===== src/common/vicr_pkg.sv =====
// constants and types shared by the vectored interrupt control block
package vicr_pkg;

  // ****************************************************************
  // register port geometry
  // ****************************************************************
  localparam int DW = 8;
  localparam int AW = 12;
  localparam int EXT_N = 3;
  localparam int TABLE_W = 21;
  localparam int UPPER_W = 5;

  // ****************************************************************
  // register offsets
  // ****************************************************************
  localparam logic [AW-1:0] OFF_SHADOW = 12'h376;
  localparam logic [AW-1:0] OFF_LOCK = 12'h459;
  localparam logic [AW-1:0] OFF_ADDR_L = 12'h45a;
  localparam logic [AW-1:0] OFF_ADDR_M = 12'h45b;
  localparam logic [AW-1:0] OFF_ADDR_U = 12'h45c;
  localparam logic [AW-1:0] OFF_BASE_L = 12'h45d;
  localparam logic [AW-1:0] OFF_BASE_M = 12'h45e;
  localparam logic [AW-1:0] OFF_BASE_U = 12'h45f;
  localparam logic [AW-1:0] OFF_GCTL = 12'h4d6;
  localparam logic [AW-1:0] OFF_STATE = 12'h4d7;
  localparam logic [AW-1:0] OFF_IRQ_STAT = 12'h4e0;
  localparam logic [AW-1:0] OFF_IRQ_MASK = 12'h4e1;
  localparam logic [AW-1:0] OFF_CFG = 12'h4e2;
  localparam logic [AW-1:0] OFF_KEY = 12'h4e3;

  // ****************************************************************
  // field positions and reset values
  // ****************************************************************
  localparam int GCTL_HIGH_BIT = 7;
  localparam int GCTL_LOW_BIT = 6;
  localparam int GCTL_PRIO_BIT = 5;
  localparam int STATE_LSB = 6;
  localparam int LOCK_BIT = 0;
  localparam int SHADOW_BIT = 0;
  localparam int CFG_MVEC_BIT = 0;
  localparam int CFG_ONEWAY_BIT = 1;
  localparam logic [EXT_N-1:0] EDGE_RESET = 3'h7;
  localparam logic [EXT_N-1:0] MASK_RESET = 3'h0;
  localparam logic SHADOW_RESET = 1'b0;
  localparam logic [DW-1:0] KEY_FIRST = 8'h55;
  localparam logic [DW-1:0] KEY_SECOND = 8'haa;
  localparam logic [TABLE_W-1:0] FIXED_VECTOR = 21'h000008;

  // ****************************************************************
  // types
  // ****************************************************************
  typedef enum logic [1:0] {
    CTX_MAIN,
    CTX_LOW,
    CTX_HIGH_MAIN,
    CTX_HIGH_LOW
  } vicr_ctx_type;

  typedef struct packed {
    logic [AW-1:0] addr;
    logic [DW-1:0] wdata;
    logic wr;
    logic rd;
  } vicr_bus_type;

  typedef struct packed {
    logic take_high;
    logic take_low;
    logic [TABLE_W-1:0] addr;
  } vicr_vec_type;

endpackage : vicr_pkg


===== src/hw/vicr_core.sv =====
// vectored interrupt control and status registers
//
// Behaviour
// RULE1: with table mode and priority levels both off every interrupt vectors to 0008h.
// RULE2: with priority levels off bit 7 set permits enabled interrupts, clear blocks all.
// RULE3: with priority levels on bit 7 permits high-priority ones and clear blocks all.
// RULE4: low-priority interrupts need both bit 6 and bit 7 set with levels on.
// RULE5: with priority levels off bit 6 reads back as zero.
// RULE6: bit 5 set gives two priority levels, clear makes every interrupt high priority.
// RULE7: bits 2..0 pick rising (1) or falling (0) edge per external input, reset to one.
// RULE8: bits 7:6 of the state register report main, low, high from main, high over low.
// RULE9: the table base is 21 read/write bits in three bytes, zero after reset.
// RULE10: the current table address is 21 read-only bits, zero after reset.
// RULE11: while the lock bit is set writes to the base bytes are dropped.
// RULE12: the lock bit changes only right after the unlock sequence.
// RULE13: with the one-way option set the lock bit cannot be cleared until reset.
// RULE14: the shadow selector picks main context at 1 and low-priority context at 0.
// RULE15: with table mode off the table is unused and legacy vectors are given.
// RULE16: a selected edge on an external input sets its flag, cleared by software.
// RULE17: unlock is key 55h then key aah on consecutive cycles to the key register.
`timescale 1ns/1ps

module vicr_core
  import vicr_pkg::*;
#(
  parameter int PERIPH_N = 8,
  parameter logic [TABLE_W-1:0] LEGACY_LOW_VEC = 21'h000018
) (
  // clock and reset
  input wire logic mclk_in,
  input wire logic nrst_in,
  // register port
  input wire vicr_bus_type bus_in,
  output logic [DW-1:0] rdata_out,
  // external interrupt inputs
  input wire logic [EXT_N-1:0] ext_pin_in,
  input wire logic [EXT_N-1:0] ext_high_in,
  // peripheral requests
  input wire logic [PERIPH_N-1:0] periph_req_in,
  input wire logic [PERIPH_N-1:0] periph_high_in,
  // cpu sequencing
  input wire logic ack_in,
  input wire logic ret_in,
  output vicr_vec_type vec_out,
  output vicr_ctx_type ctx_out,
  output logic shadow_main_out,
  output logic irq_out
);

  localparam int SRC_N = PERIPH_N + EXT_N;
  localparam int IW = $clog2(SRC_N);

  // ****************************************************************
  // storage
  // ****************************************************************
  logic gie_high_r;
  logic gie_low_r;
  logic prio_on_r;
  logic [EXT_N-1:0] edge_sel_r;
  logic [TABLE_W-1:0] base_r;
  logic [TABLE_W-1:0] tbl_addr_r;
  logic lock_r;
  logic one_way_r;
  logic mvec_r;
  logic shadow_r;
  logic [EXT_N-1:0] flag_r;
  logic [EXT_N-1:0] mask_r;
  logic [EXT_N-1:0] pin_prev_r;
  logic primed_r;
  logic key_first_r;
  logic armed_r;
  vicr_ctx_type ctx_r;
  vicr_vec_type vec_r;
  vicr_vec_type vec_nxt;
  logic [DW-1:0] rdata_r;
  logic [DW-1:0] rdata_nxt;
  logic irq_r;

  // ****************************************************************
  // access decode
  // ****************************************************************
  logic wr_gctl, wr_lock, wr_key, wr_cfg, wr_mask, wr_shadow;
  logic wr_base_l, wr_base_m, wr_base_u, rd_stat;
  logic [EXT_N-1:0] edge_w;
  logic legacy_w;

  assign wr_gctl = bus_in.wr && bus_in.addr == OFF_GCTL;
  assign wr_lock = bus_in.wr && bus_in.addr == OFF_LOCK;
  assign wr_key = bus_in.wr && bus_in.addr == OFF_KEY;
  assign wr_cfg = bus_in.wr && bus_in.addr == OFF_CFG;
  assign wr_mask = bus_in.wr && bus_in.addr == OFF_IRQ_MASK;
  assign wr_shadow = bus_in.wr && bus_in.addr == OFF_SHADOW;
  assign wr_base_l = bus_in.wr && bus_in.addr == OFF_BASE_L;
  assign wr_base_m = bus_in.wr && bus_in.addr == OFF_BASE_M;
  assign wr_base_u = bus_in.wr && bus_in.addr == OFF_BASE_U;
  assign rd_stat = bus_in.rd && bus_in.addr == OFF_IRQ_STAT;
  assign legacy_w = !mvec_r && !prio_on_r;

  // ****************************************************************
  // global control
  // ****************************************************************
  always_ff @(posedge mclk_in) begin
    if (!nrst_in) begin
      gie_high_r <= 1'b0;
      gie_low_r <= 1'b0;
      prio_on_r <= 1'b0;
      edge_sel_r <= EDGE_RESET; // RULE7
    end else if (wr_gctl) begin
      gie_high_r <= bus_in.wdata[GCTL_HIGH_BIT];
      gie_low_r <= bus_in.wdata[GCTL_LOW_BIT];
      prio_on_r <= bus_in.wdata[GCTL_PRIO_BIT];
      edge_sel_r <= bus_in.wdata[EXT_N-1:0];
    end
  end

  // ****************************************************************
  // table base, guarded by the lock
  // ****************************************************************
  always_ff @(posedge mclk_in) begin
    if (!nrst_in) begin
      base_r <= '0; // RULE9
    end else if (!lock_r) begin // RULE11
      if (wr_base_l) begin
        base_r[7:0] <= bus_in.wdata;
      end
      if (wr_base_m) begin
        base_r[15:8] <= bus_in.wdata;
      end
      if (wr_base_u) begin
        base_r[TABLE_W-1:16] <= bus_in.wdata[UPPER_W-1:0];
      end
    end
  end

  // ****************************************************************
  // unlock keys and lock bit
  // ****************************************************************
  always_ff @(posedge mclk_in) begin
    if (!nrst_in) begin
      key_first_r <= 1'b0;
      armed_r <= 1'b0;
    end else begin
      key_first_r <= wr_key && bus_in.wdata == KEY_FIRST; // RULE17
      armed_r <= wr_key && bus_in.wdata == KEY_SECOND && key_first_r;
    end
  end

  always_ff @(posedge mclk_in) begin
    if (!nrst_in) begin
      lock_r <= 1'b0;
    end else if (wr_lock && armed_r) begin // RULE12
      if (bus_in.wdata[LOCK_BIT] || !(one_way_r && lock_r)) begin // RULE13
        lock_r <= bus_in.wdata[LOCK_BIT];
      end
    end
  end

  // ****************************************************************
  // configuration and shadow selector
  // ****************************************************************
  always_ff @(posedge mclk_in) begin
    if (!nrst_in) begin
      mvec_r <= 1'b0;
      one_way_r <= 1'b0;
    end else if (wr_cfg) begin
      mvec_r <= bus_in.wdata[CFG_MVEC_BIT];
      one_way_r <= one_way_r | bus_in.wdata[CFG_ONEWAY_BIT];
    end
  end

  always_ff @(posedge mclk_in) begin
    if (!nrst_in) begin
      shadow_r <= SHADOW_RESET;
    end else if (wr_shadow) begin
      shadow_r <= bus_in.wdata[SHADOW_BIT]; // RULE14
    end
  end

  // ****************************************************************
  // external edge detection and sticky flags
  // ****************************************************************
  genvar g;
  generate
    for (g = 0; g < EXT_N; g++) begin : g_edge
      assign edge_w[g] = primed_r && (edge_sel_r[g] ?
        (ext_pin_in[g] && !pin_prev_r[g]) :
        (!ext_pin_in[g] && pin_prev_r[g])); // RULE7
    end
  endgenerate

  always_ff @(posedge mclk_in) begin
    if (!nrst_in) begin
      pin_prev_r <= '0;
      primed_r <= 1'b0;
    end else begin
      pin_prev_r <= ext_pin_in;
      primed_r <= 1'b1;
    end
  end

  always_ff @(posedge mclk_in) begin
    if (!nrst_in) begin
      flag_r <= '0;
    end else begin
      flag_r <= (rd_stat ? '0 : flag_r) | edge_w; // RULE16
    end
  end

  always_ff @(posedge mclk_in) begin
    if (!nrst_in) begin
      mask_r <= MASK_RESET;
    end else if (wr_mask) begin
      mask_r <= bus_in.wdata[EXT_N-1:0];
    end
  end

  always_ff @(posedge mclk_in) begin
    if (!nrst_in) begin
      irq_r <= 1'b0;
    end else begin
      irq_r <= |(((rd_stat ? '0 : flag_r) | edge_w) & mask_r);
    end
  end

  // ****************************************************************
  // request selection and vector
  // ****************************************************************
  function automatic logic [IW-1:0] first_set(input logic [SRC_N-1:0] v);
    logic [IW-1:0] r;
    r = '0;
    for (int i = SRC_N - 1; i >= 0; i--) begin
      if (v[i]) begin
        r = IW'(i);
      end
    end
    return r;
  endfunction : first_set

  logic [SRC_N-1:0] src_w, eff_high_w, hp_w, lp_w;
  logic can_high_w, can_low_w;

  assign src_w = {periph_req_in, flag_r & mask_r};
  assign eff_high_w = {periph_high_in, ext_high_in} |
    {SRC_N{!prio_on_r}}; // RULE6
  assign hp_w = src_w & eff_high_w;
  assign lp_w = src_w & ~eff_high_w;
  assign can_high_w = gie_high_r && ctx_r != CTX_HIGH_MAIN &&
    ctx_r != CTX_HIGH_LOW; // RULE2 RULE3
  assign can_low_w = prio_on_r && gie_high_r && gie_low_r &&
    ctx_r == CTX_MAIN; // RULE4

  always_comb begin
    logic [IW-1:0] idx;
    idx = '0;
    vec_nxt = '0;
    if (!ack_in) begin
      if (can_high_w && |hp_w) begin
        vec_nxt.take_high = 1'b1;
        idx = first_set(hp_w);
      end else if (can_low_w && |lp_w) begin
        vec_nxt.take_low = 1'b1;
        idx = first_set(lp_w);
      end
    end
    if (legacy_w) begin
      vec_nxt.addr = FIXED_VECTOR; // RULE1
    end else if (!mvec_r) begin
      vec_nxt.addr = vec_nxt.take_low ? LEGACY_LOW_VEC : FIXED_VECTOR; // RULE15
    end else begin
      vec_nxt.addr = TABLE_W'(base_r + (TABLE_W'(idx) << 1));
    end
  end

  always_ff @(posedge mclk_in) begin
    if (!nrst_in) begin
      vec_r <= '0;
    end else begin
      vec_r <= vec_nxt;
    end
  end

  always_ff @(posedge mclk_in) begin
    if (!nrst_in) begin
      tbl_addr_r <= '0; // RULE10
    end else if (ack_in && mvec_r && (vec_r.take_high || vec_r.take_low)) begin
      tbl_addr_r <= vec_r.addr;
    end
  end

  // ****************************************************************
  // execution context
  // ****************************************************************
  always_ff @(posedge mclk_in) begin
    if (!nrst_in) begin
      ctx_r <= CTX_MAIN;
    end else if (ack_in && (vec_r.take_high || vec_r.take_low)) begin
      case (ctx_r) // RULE8
        CTX_MAIN: begin
          ctx_r <= vec_r.take_high ? CTX_HIGH_MAIN : CTX_LOW;
        end
        CTX_LOW: begin
          ctx_r <= CTX_HIGH_LOW;
        end
        default: begin
          ctx_r <= ctx_r;
        end
      endcase
    end else if (ret_in) begin
      case (ctx_r)
        CTX_HIGH_LOW: begin
          ctx_r <= CTX_LOW;
        end
        default: begin
          ctx_r <= CTX_MAIN;
        end
      endcase
    end
  end

  // ****************************************************************
  // read data
  // ****************************************************************
  always_comb begin
    rdata_nxt = '0;
    case (bus_in.addr)
      OFF_GCTL: begin
        rdata_nxt[GCTL_HIGH_BIT] = gie_high_r;
        rdata_nxt[GCTL_LOW_BIT] = gie_low_r && prio_on_r; // RULE5
        rdata_nxt[GCTL_PRIO_BIT] = prio_on_r;
        rdata_nxt[EXT_N-1:0] = edge_sel_r;
      end
      OFF_STATE: rdata_nxt[STATE_LSB+1:STATE_LSB] = ctx_r; // RULE8
      OFF_BASE_L: rdata_nxt = base_r[7:0];
      OFF_BASE_M: rdata_nxt = base_r[15:8];
      OFF_BASE_U: rdata_nxt[UPPER_W-1:0] = base_r[TABLE_W-1:16];
      OFF_ADDR_L: rdata_nxt = tbl_addr_r[7:0];
      OFF_ADDR_M: rdata_nxt = tbl_addr_r[15:8];
      OFF_ADDR_U: rdata_nxt[UPPER_W-1:0] = tbl_addr_r[TABLE_W-1:16];
      OFF_LOCK: rdata_nxt[LOCK_BIT] = lock_r;
      OFF_SHADOW: rdata_nxt[SHADOW_BIT] = shadow_r;
      OFF_IRQ_STAT: rdata_nxt[EXT_N-1:0] = flag_r;
      OFF_IRQ_MASK: rdata_nxt[EXT_N-1:0] = mask_r;
      OFF_CFG: begin
        rdata_nxt[CFG_MVEC_BIT] = mvec_r;
        rdata_nxt[CFG_ONEWAY_BIT] = one_way_r;
      end
      default: rdata_nxt = '0;
    endcase
  end

  always_ff @(posedge mclk_in) begin
    if (!nrst_in) begin
      rdata_r <= '0;
    end else if (bus_in.rd) begin
      rdata_r <= rdata_nxt;
    end
  end

  assign rdata_out = rdata_r;
  assign vec_out = vec_r;
  assign ctx_out = ctx_r;
  assign shadow_main_out = shadow_r;
  assign irq_out = irq_r;
endmodule : vicr_core


===== config.mk =====
export PLATFORM = sky130hd
export DESIGN_NAME = vicr_core
export DESIGN_NICKNAME = d
export VERILOG_FILES = /design/src/common/vicr_pkg.sv /design/src/hw/vicr_core.sv
export SDC_FILE = /design/constraint.sdc
export NUM_CORES = 1
export LEC_CHECK = 0
export BUFFER_PORTS_ARGS = -buffer_cell sky130_fd_sc_hd__buf_2
export CORE_MARGIN = 5
export CORE_UTILIZATION = 29
export DETAILED_ROUTE_END_ITERATION = 10
export PLACE_DENSITY = 0.52
export SLEW_MARGIN = 20
export SYNTH_ARGS = -nofsm -noshare
export SYNTH_HDL_FRONTEND = slang
export SYNTH_SLANG_ARGS = --single-unit
export TNS_END_PERCENT = 50

===== constraint.sdc =====
create_clock -name mclk_in -period 3.2 [get_ports mclk_in]
set_input_delay 0.32 -clock mclk_in [delete_from_list [all_inputs] [get_ports mclk_in]]
set_output_delay 0.32 -clock mclk_in [all_outputs]
set_load 0.05 [all_outputs]

==> results.sh, run 1 <==
export IMPL_grt_pass1_wl_mm=26.7
export IMPL_peakVddDrop_v=0.000294
export IMPL_clock_power_share_pct=44.1
export IMPL_start_util_pct=29.5
export IMPL_cpMostUsedCell="a21o_1"
export IMPL_hold_slack_ps=199
export IMPL_gr_total_overflow=0
export IMPL_netlist_instances=619
export IMPL_drcViolationCount=0
export IMPL_swShare_pct=24.2
export IMPL_dp_hpwl_mm=12.9
export IMPL_die_area_um2=20300
export IMPL_final_setup_worst_slack_ps=185
export IMPL_drtPass1Iterations=5
export IMPL_drt_iter0_drc=500
export IMPL_area_delta_synth_final_pct=19.1
export IMPL_comb_power_share_pct=7.2
export IMPL_insertedDiodeCount=0
export IMPL_multi_input_area_um2=2920
export IMPL_seqPwrFrac_pct=48.7
export IMPL_critical_path_top_delay_family="compound AO/OA/AOI/OAI gates"
export IMPL_drv_slew=0
export IMPL_ant_nets=0
export IMPL_maxCapViolCount=0
export IMPL_power_leakage_uw=0.00232
export IMPL_final_nets=746
export IMPL_ios=83
export IMPL_fill_cells=1778
export IMPL_r2r_slack_ps=180
export IMPL_yosysSeqAreaShare_pct=38.6
export IMPL_avgRoutedWirePerCell_um=18.7
export IMPL_clockBufferDepth=2
export IMPL_avgViaCountPerCell=5.42
export IMPL_hold_buffers=0
export IMPL_syn_avg_cell_area_um2=8.21
export IMPL_routed_via_count=5002
export IMPL_io_buffer_count=82
export IMPL_root_buffer="clkbuf_16"
export IMPL_synth_edff_count=0
export IMPL_synth_fp_nets=672
export IMPL_worst_path_buf_inv=1
export IMPL_synth_cell_types=78
export IMPL_cp_start_kind="flop"
export IMPL_htree_levels=3
export IMPL_grt_usage_pct=16.8
export IMPL_critPathKind="flop to flop"
export IMPL_drt_total_wl_mm=17.2
export IMPL_hp_class="input pin to flop"
export IMPL_pre_cts_slack_ps=2.58
export IMPL_layout_common_cells="nand2_1 (99), dfxtp_1 (97), buf_2 (82)"
export IMPL_seqCellArea_um2=1970
export IMPL_ys_warn_count=0
export IMPL_status="complete, no violations"
export IMPL_setup_tns_ps=0
export IMPL_final_period_utilization_pct=94.2
export IMPL_syn_area_um2=5080
export IMPL_p_sw_uw=614
export IMPL_clkTransAtPathRegs_ps=70
export IMPL_rsz0062_at_grt="false"
export IMPL_clkSinkCount=98
export IMPL_internal_power_uw=1920
export IMPL_ys_ff_latch=98
export IMPL_post_route_cells_drive_above_1_share_pct=19.8
export IMPL_required_ps=3420
export IMPL_setup_viol=0
export IMPL_path_cells="buf_4, nor2b_1, o221a_2, o221ai_1, a31o_2, o21ai_1, ha_1, fa_1, a21o_1, a21o_1, nand4_1, xor2_1, nor2_1"
export IMPL_slowest_delay_ps=390
export IMPL_hold_violations=0
export IMPL_die_height_um=142
export IMPL_tightestPinTransition_ps=866
export IMPL_finalWeightedCongestion=0.897
export IMPL_period_needed_ps=3020
export IMPL_die_w_um=142
export IMPL_grt_max_degree=33
export IMPL_coreArea_um2=17200
export IMPL_cts_tree="yes"
export IMPL_slew_headroom_pct=42.3
export IMPL_worstPathArrival_ps=3240
export IMPL_fmax_mhz=332
export IMPL_first_global_vias=4873
export IMPL_num_rows=48
export IMPL_clkLatencyLatePin_ps=350
export IMPL_final_common_cell="nand2_1"
export IMPL_power_density_nw_per_um2=419
export IMPL_cp_end_kind="flop"
export IMPL_yosys_most_used_dff="dfxtp_1"
export IMPL_fin_skew_ps=6.86
export IMPL_antenna_found_initial=1
export IMPL_synthArstFlopShare_pct=0
export IMPL_worst_path_max_fanout=15
export IMPL_critPathSlowestCell="dfxtp_4"
export IMPL_cts_made_buffers=9
## logic make-up after synthesis
group	Yosys count	share of synthesized area (%)
multiplexers	22	5.25
AND/OR/NAND/NOR	267	27.4
XOR/XNOR	10	1.72
flip-flops	98	38.6
adder cells (fa/ha/maj)	5	1.38
AO/OA/AOI/OAI	170	21.4
buffers and inverters	47	4.24
## final timing paths
check                    startpoint                        to  cells past startpoint
max          prio_on_r$_SDFFE_PN0P_    vec_out[19]$_SDFF_PP0_                     13
max reg2reg  prio_on_r$_SDFFE_PN0P_    vec_out[19]$_SDFF_PP0_                     13
min reg2reg  key_first_r$_SDFF_PN0_        armed_r$_SDFF_PN0_                      2
min                   ext_pin_in[2]  pin_prev_r[2]$_SDFF_PN0_                      2
## state kept, by name (all words and copies together), names as in the netlist, 2 cells and up
| register | cells |
|---|---|
| vec_out | 23 |
| base_r | 21 |
| tbl_addr_r | 21 |
| rdata_out | 8 |
| edge_sel_r | 3 |
| flag_r | 3 |
| mask_r | 3 |
| pin_prev_r | 3 |
| ctx_out | 2 |
## timing repair
| action | 4_1_cts | 5_1_grt |
|---|---|---|
| setup buffers | 0 | 0 |
| pin swaps | 0 | 0 |
| resized for setup | 1 | 3 |
| setup endpoints to repair | 1 | 12 |
## worst reg2reg max path: stages (launching register included)
cell and delay (ps):
dfxtp_4 390, buf_4 180, nor2b_1 130, o221a_2 220
o221ai_1 230, a31o_2 200, o21ai_1 70, ha_1 220
fa_1 390, a21o_1 190, a21o_1 300, nand4_1 160
xor2_1 160, nor2_1 50
## metrics by stage
step	util, %	total power, uW	cells	instance area, um^2
after floorplan	-	1360	619	5080
after global placement	33.2	1440	907	5730
after detailed placement	33.2	1450	907	5730
after CTS	35.0	2560	923	6030
after global routing	35.1	2630	923	6050
final	35.1	2540	923	6050
## metal layers
metal | share of wire, % | routed length, um | track usage [%]
met5 | 0.076 | 13 | 0
met4 | 2.1 | 359 | 5.45
met3 | 5.7 | 974 | 3.29
met2 | 46 | 7930 | 27.2
met1 | 46 | 7940 | 22.7
## synth_stat cells, types with 3 or more instances
library cell   n  share of area, %
nand2_1       99               7.3
dfxtp_1       98                39
a21oi_1       71               7.0
nand3_1       38               3.7
nor2_1        32               2.4
o21ai_0       28               2.8
clkbuf_1      18               1.3
buf_2         16               1.6
nand4_1       16               2.0
mux2i_1       15               3.0
nor2b_1       14               1.7
a22o_1        10               1.7
a22oi_1       10               1.5
inv_1          9              0.66
and3_1         8              0.99
xor2_1         8               1.4
and2_1         7              0.86
nand2b_1       7              0.86
a21o_1         5              0.74
or3_1          5              0.62
ha_1           4              0.99
mux2_2         4              0.89
nand3b_1       4              0.59
nor3b_1        4              0.59
o21a_1         4              0.59
o22ai_1        4              0.49
o31ai_1        4              0.59
a31oi_1        3              0.37
a32oi_1        3              0.52
and4b_1        3              0.59
nand4b_1       3              0.52
nor3_1         3              0.30
nor4_1         3              0.37
o21bai_1       3              0.44
## layout make-up
| cell class | instances | area share, % |
|---|---|---|
| Multi-Input combinational cell | 474 | 48.2 |
| Sequential cell | 98 | 32.5 |
| Timing Repair Buffer | 100 | 9.02 |
| Tap cell | 225 | 4.65 |
| Clock buffer | 11 | 4.01 |
| Clock inverter | 5 | 0.993 |
| Inverter | 10 | 0.620 |
## power groups by stage
stage	registers (uW)	clock network, uW	logic [uW]
after floorplan	1280	0	81.0
after global placement	1260	0	179
after detailed placement	1260	0	181
after CTS	1240	1140	181
after global routing	1240	1200	197
final	1240	1120	182
Note: power is estimated with default switching activity, not from simulation.
==> inputs of run 2 (changes only) <==
--- a/config.mk
+++ b/config.mk
@@ -8,8 +8,9 @@
 export BUFFER_PORTS_ARGS = -buffer_cell sky130_fd_sc_hd__buf_2
 export CORE_MARGIN = 5
 export CORE_UTILIZATION = 29
+export CTS_CLUSTER_SIZE = 20
 export DETAILED_ROUTE_END_ITERATION = 10
-export PLACE_DENSITY = 0.52
+export PLACE_DENSITY = 0.53
 export SLEW_MARGIN = 20
 export SYNTH_ARGS = -nofsm -noshare
 export SYNTH_HDL_FRONTEND = slang
==> constraint.sdc (replaced) <==
create_clock -name mclk_in -period 2.73 [get_ports mclk_in]
set_input_delay 0.273 -clock mclk_in [delete_from_list [all_inputs] [get_ports mclk_in]]
set_output_delay 0.273 -clock mclk_in [all_outputs]
set_load 0.05 [all_outputs]
==> run 2 against run 1 <==
The flow now finishes with violations (negative setup slack). Power rose by 19%. Count of clock-buffer cells in the layout did not move. Critical path depth did not move. Die area did not move. Flip-flop and latch count did not move. Fmax rose by 2.4%. Wire length rose by 4.4%. Hold slack got worse by 52 ps. Setup slack got worse by 400 ps. Via count rose by 4.6%. Sequential power rose by 17%. Largest power group unchanged. Register-to-register slack got worse by 400 ps.
==> results.sh, run 2 (same netlist as run 1, synthesis figures left out) <==
export IMPL_layout_common_cells="nand2_1 (99), dfxtp_1 (97), buf_2 (82)"
export IMPL_num_rows=48
export IMPL_final_setup_worst_slack_ps=-215
export IMPL_clkLatencyLatePin_ps=360
export IMPL_drt_total_wl_mm=18.0
export IMPL_rsz0062_at_grt="true"
export IMPL_io_buffer_count=82
export IMPL_avgRoutedWirePerCell_um=18.4
export IMPL_worstPathArrival_ps=3170
export IMPL_coreArea_um2=17200
export IMPL_root_buffer="clkbuf_16"
export IMPL_grt_pass1_wl_mm=27.9
export IMPL_critPathKind="flop to flop"
export IMPL_die_area_um2=20300
export IMPL_status="finished with violations"
export IMPL_grt_max_degree=33
export IMPL_drt_iter0_drc=383
export IMPL_maxCapViolCount=0
export IMPL_htree_levels=3
export IMPL_die_w_um=142
export IMPL_first_global_vias=5139
export IMPL_setup_viol=17
export IMPL_period_needed_ps=2950
export IMPL_avgViaCountPerCell=5.35
export IMPL_power_density_nw_per_um2=457
export IMPL_peakVddDrop_v=0.000318
export IMPL_finalWeightedCongestion=0.928
export IMPL_hold_violations=0
export IMPL_clkTransAtPathRegs_ps=70
export IMPL_start_util_pct=29.5
export IMPL_post_route_cells_drive_above_1_share_pct=27.9
export IMPL_insertedDiodeCount=0
export IMPL_slew_headroom_pct=45.1
export IMPL_hold_buffers=0
export IMPL_swShare_pct=24.6
export IMPL_fin_skew_ps=7.63
export IMPL_seqPwrFrac_pct=48.0
export IMPL_drv_slew=0
export IMPL_ios=83
export IMPL_gr_total_overflow=0
export IMPL_worst_path_max_fanout=8
export IMPL_power_leakage_uw=0.00259
export IMPL_cts_made_buffers=9
export IMPL_cts_tree="yes"
export IMPL_largest_reg_flops=23
export IMPL_final_common_cell="nand2_1"
export IMPL_antenna_found_initial=0
export IMPL_internal_power_uw=2270
export IMPL_die_height_um=142
export IMPL_area_delta_synth_final_pct=29.8
export IMPL_clkSinkCount=98
export IMPL_clock_power_share_pct=43.9
export IMPL_drcViolationCount=0
export IMPL_grt_usage_pct=17.5
export IMPL_cp_start_kind="flop"
export IMPL_final_period_utilization_pct=108
export IMPL_cp_end_kind="flop"
export IMPL_violations="negative setup slack"
export IMPL_hp_class="input pin to flop"
export IMPL_clockBufferDepth=2
export IMPL_routed_via_count=5231
export IMPL_pre_cts_slack_ps=-325
export IMPL_comb_power_share_pct=8.1
export IMPL_fmax_mhz=340
export IMPL_drtPass1Iterations=5
export IMPL_dp_hpwl_mm=13.3
export IMPL_fill_cells=1783
export IMPL_final_nets=801
export IMPL_hold_slack_ps=147
export IMPL_ant_nets=0
export IMPL_p_sw_uw=741
export IMPL_required_ps=2960
export IMPL_tightestPinTransition_ps=823
run 2: final cells by class:
type                    instances  area (um^2)  area share, %
multi-input cells             475         3030           45.9
repair buffers                154          980           14.9
clock buffers                  11          243           3.68
inverters                      10         37.5          0.569
clock inverters                 5         60.1          0.911
well taps                     225          282           4.27
flip-flops and latches         98         1970           29.8
run 2: repair_timing:
action / CTS / global route
pin swaps: 23 / 12
cloned: 1 / 0
setup buffers: 9 / 2
endpoints found under the setup margin: 17 / 17
gates resized for setup: 17 / 3
run 2: per-layer routing:
layer	routed length (um)	up-vias	track usage (%)	share of wire, %
li1	-	2510	-	-
met2	8610	177	29.3	48
met1	7900	2516	22.7	44
met5	0	-	0	0
met3	1070	28	3.33	5.9
met4	389	0	6.00	2.2
run 2: power groups by stage:
stage	combinational, uW	clock (uW)	sequential, uW
5_1_grt	262	1400	1450
2_1_floorplan	95.1	0	1500
3_3_place_gp	234	0	1480
4_1_cts	243	1340	1450
3_5_place_dp	238	0	1480
6_report	244	1330	1450
run 2: final timing paths:
check | slack (ps) | to | from | cells after the start
hold reg to reg | 460 | armed_r$_SDFF_PN0_ | key_first_r$_SDFF_PN0_ | 2
hold / removal | 150 | pin_prev_r[2]$_SDFF_PN0_ | ext_pin_in[2] | 2
setup reg to reg | -220 | vec_out[15]$_SDFF_PP0_ | prio_on_r$_SDFFE_PN0P_ | 13
setup / recovery | -220 | vec_out[15]$_SDFF_PP0_ | prio_on_r$_SDFFE_PN0P_ | 13
run 2: stage by stage:
| step | setup TNS [ps] | power (uW) | cell area [um^2] | utilization [%] | std cells |
|---|---|---|---|---|---|
| finish | -2490 | 3020 | 6590 | 38.3 | 978 |
| floorplan | -440 | 1590 | 5120 | - | 619 |
| CTS | -1330 | 3030 | 6570 | 38.1 | 976 |
| global placement | -3330 | 1710 | 6100 | 35.4 | 951 |
| detailed placement | -3880 | 1720 | 6100 | 35.4 | 951 |
| global route | -4070 | 3110 | 6590 | 38.3 | 978 |
run 2: worst max-delay path: stages (launching register included):
cell and delay [ps]:
dfxtp_4 370, buf_6 130, and4b_2 240, nor4b_4 320
nand3_1 140, nand4_1 200, o21ai_1 90, ha_2 210
fa_2 360, a21o_1 170, a21o_4 240, nand4_1 110
xor2_1 170, nor2_1 50
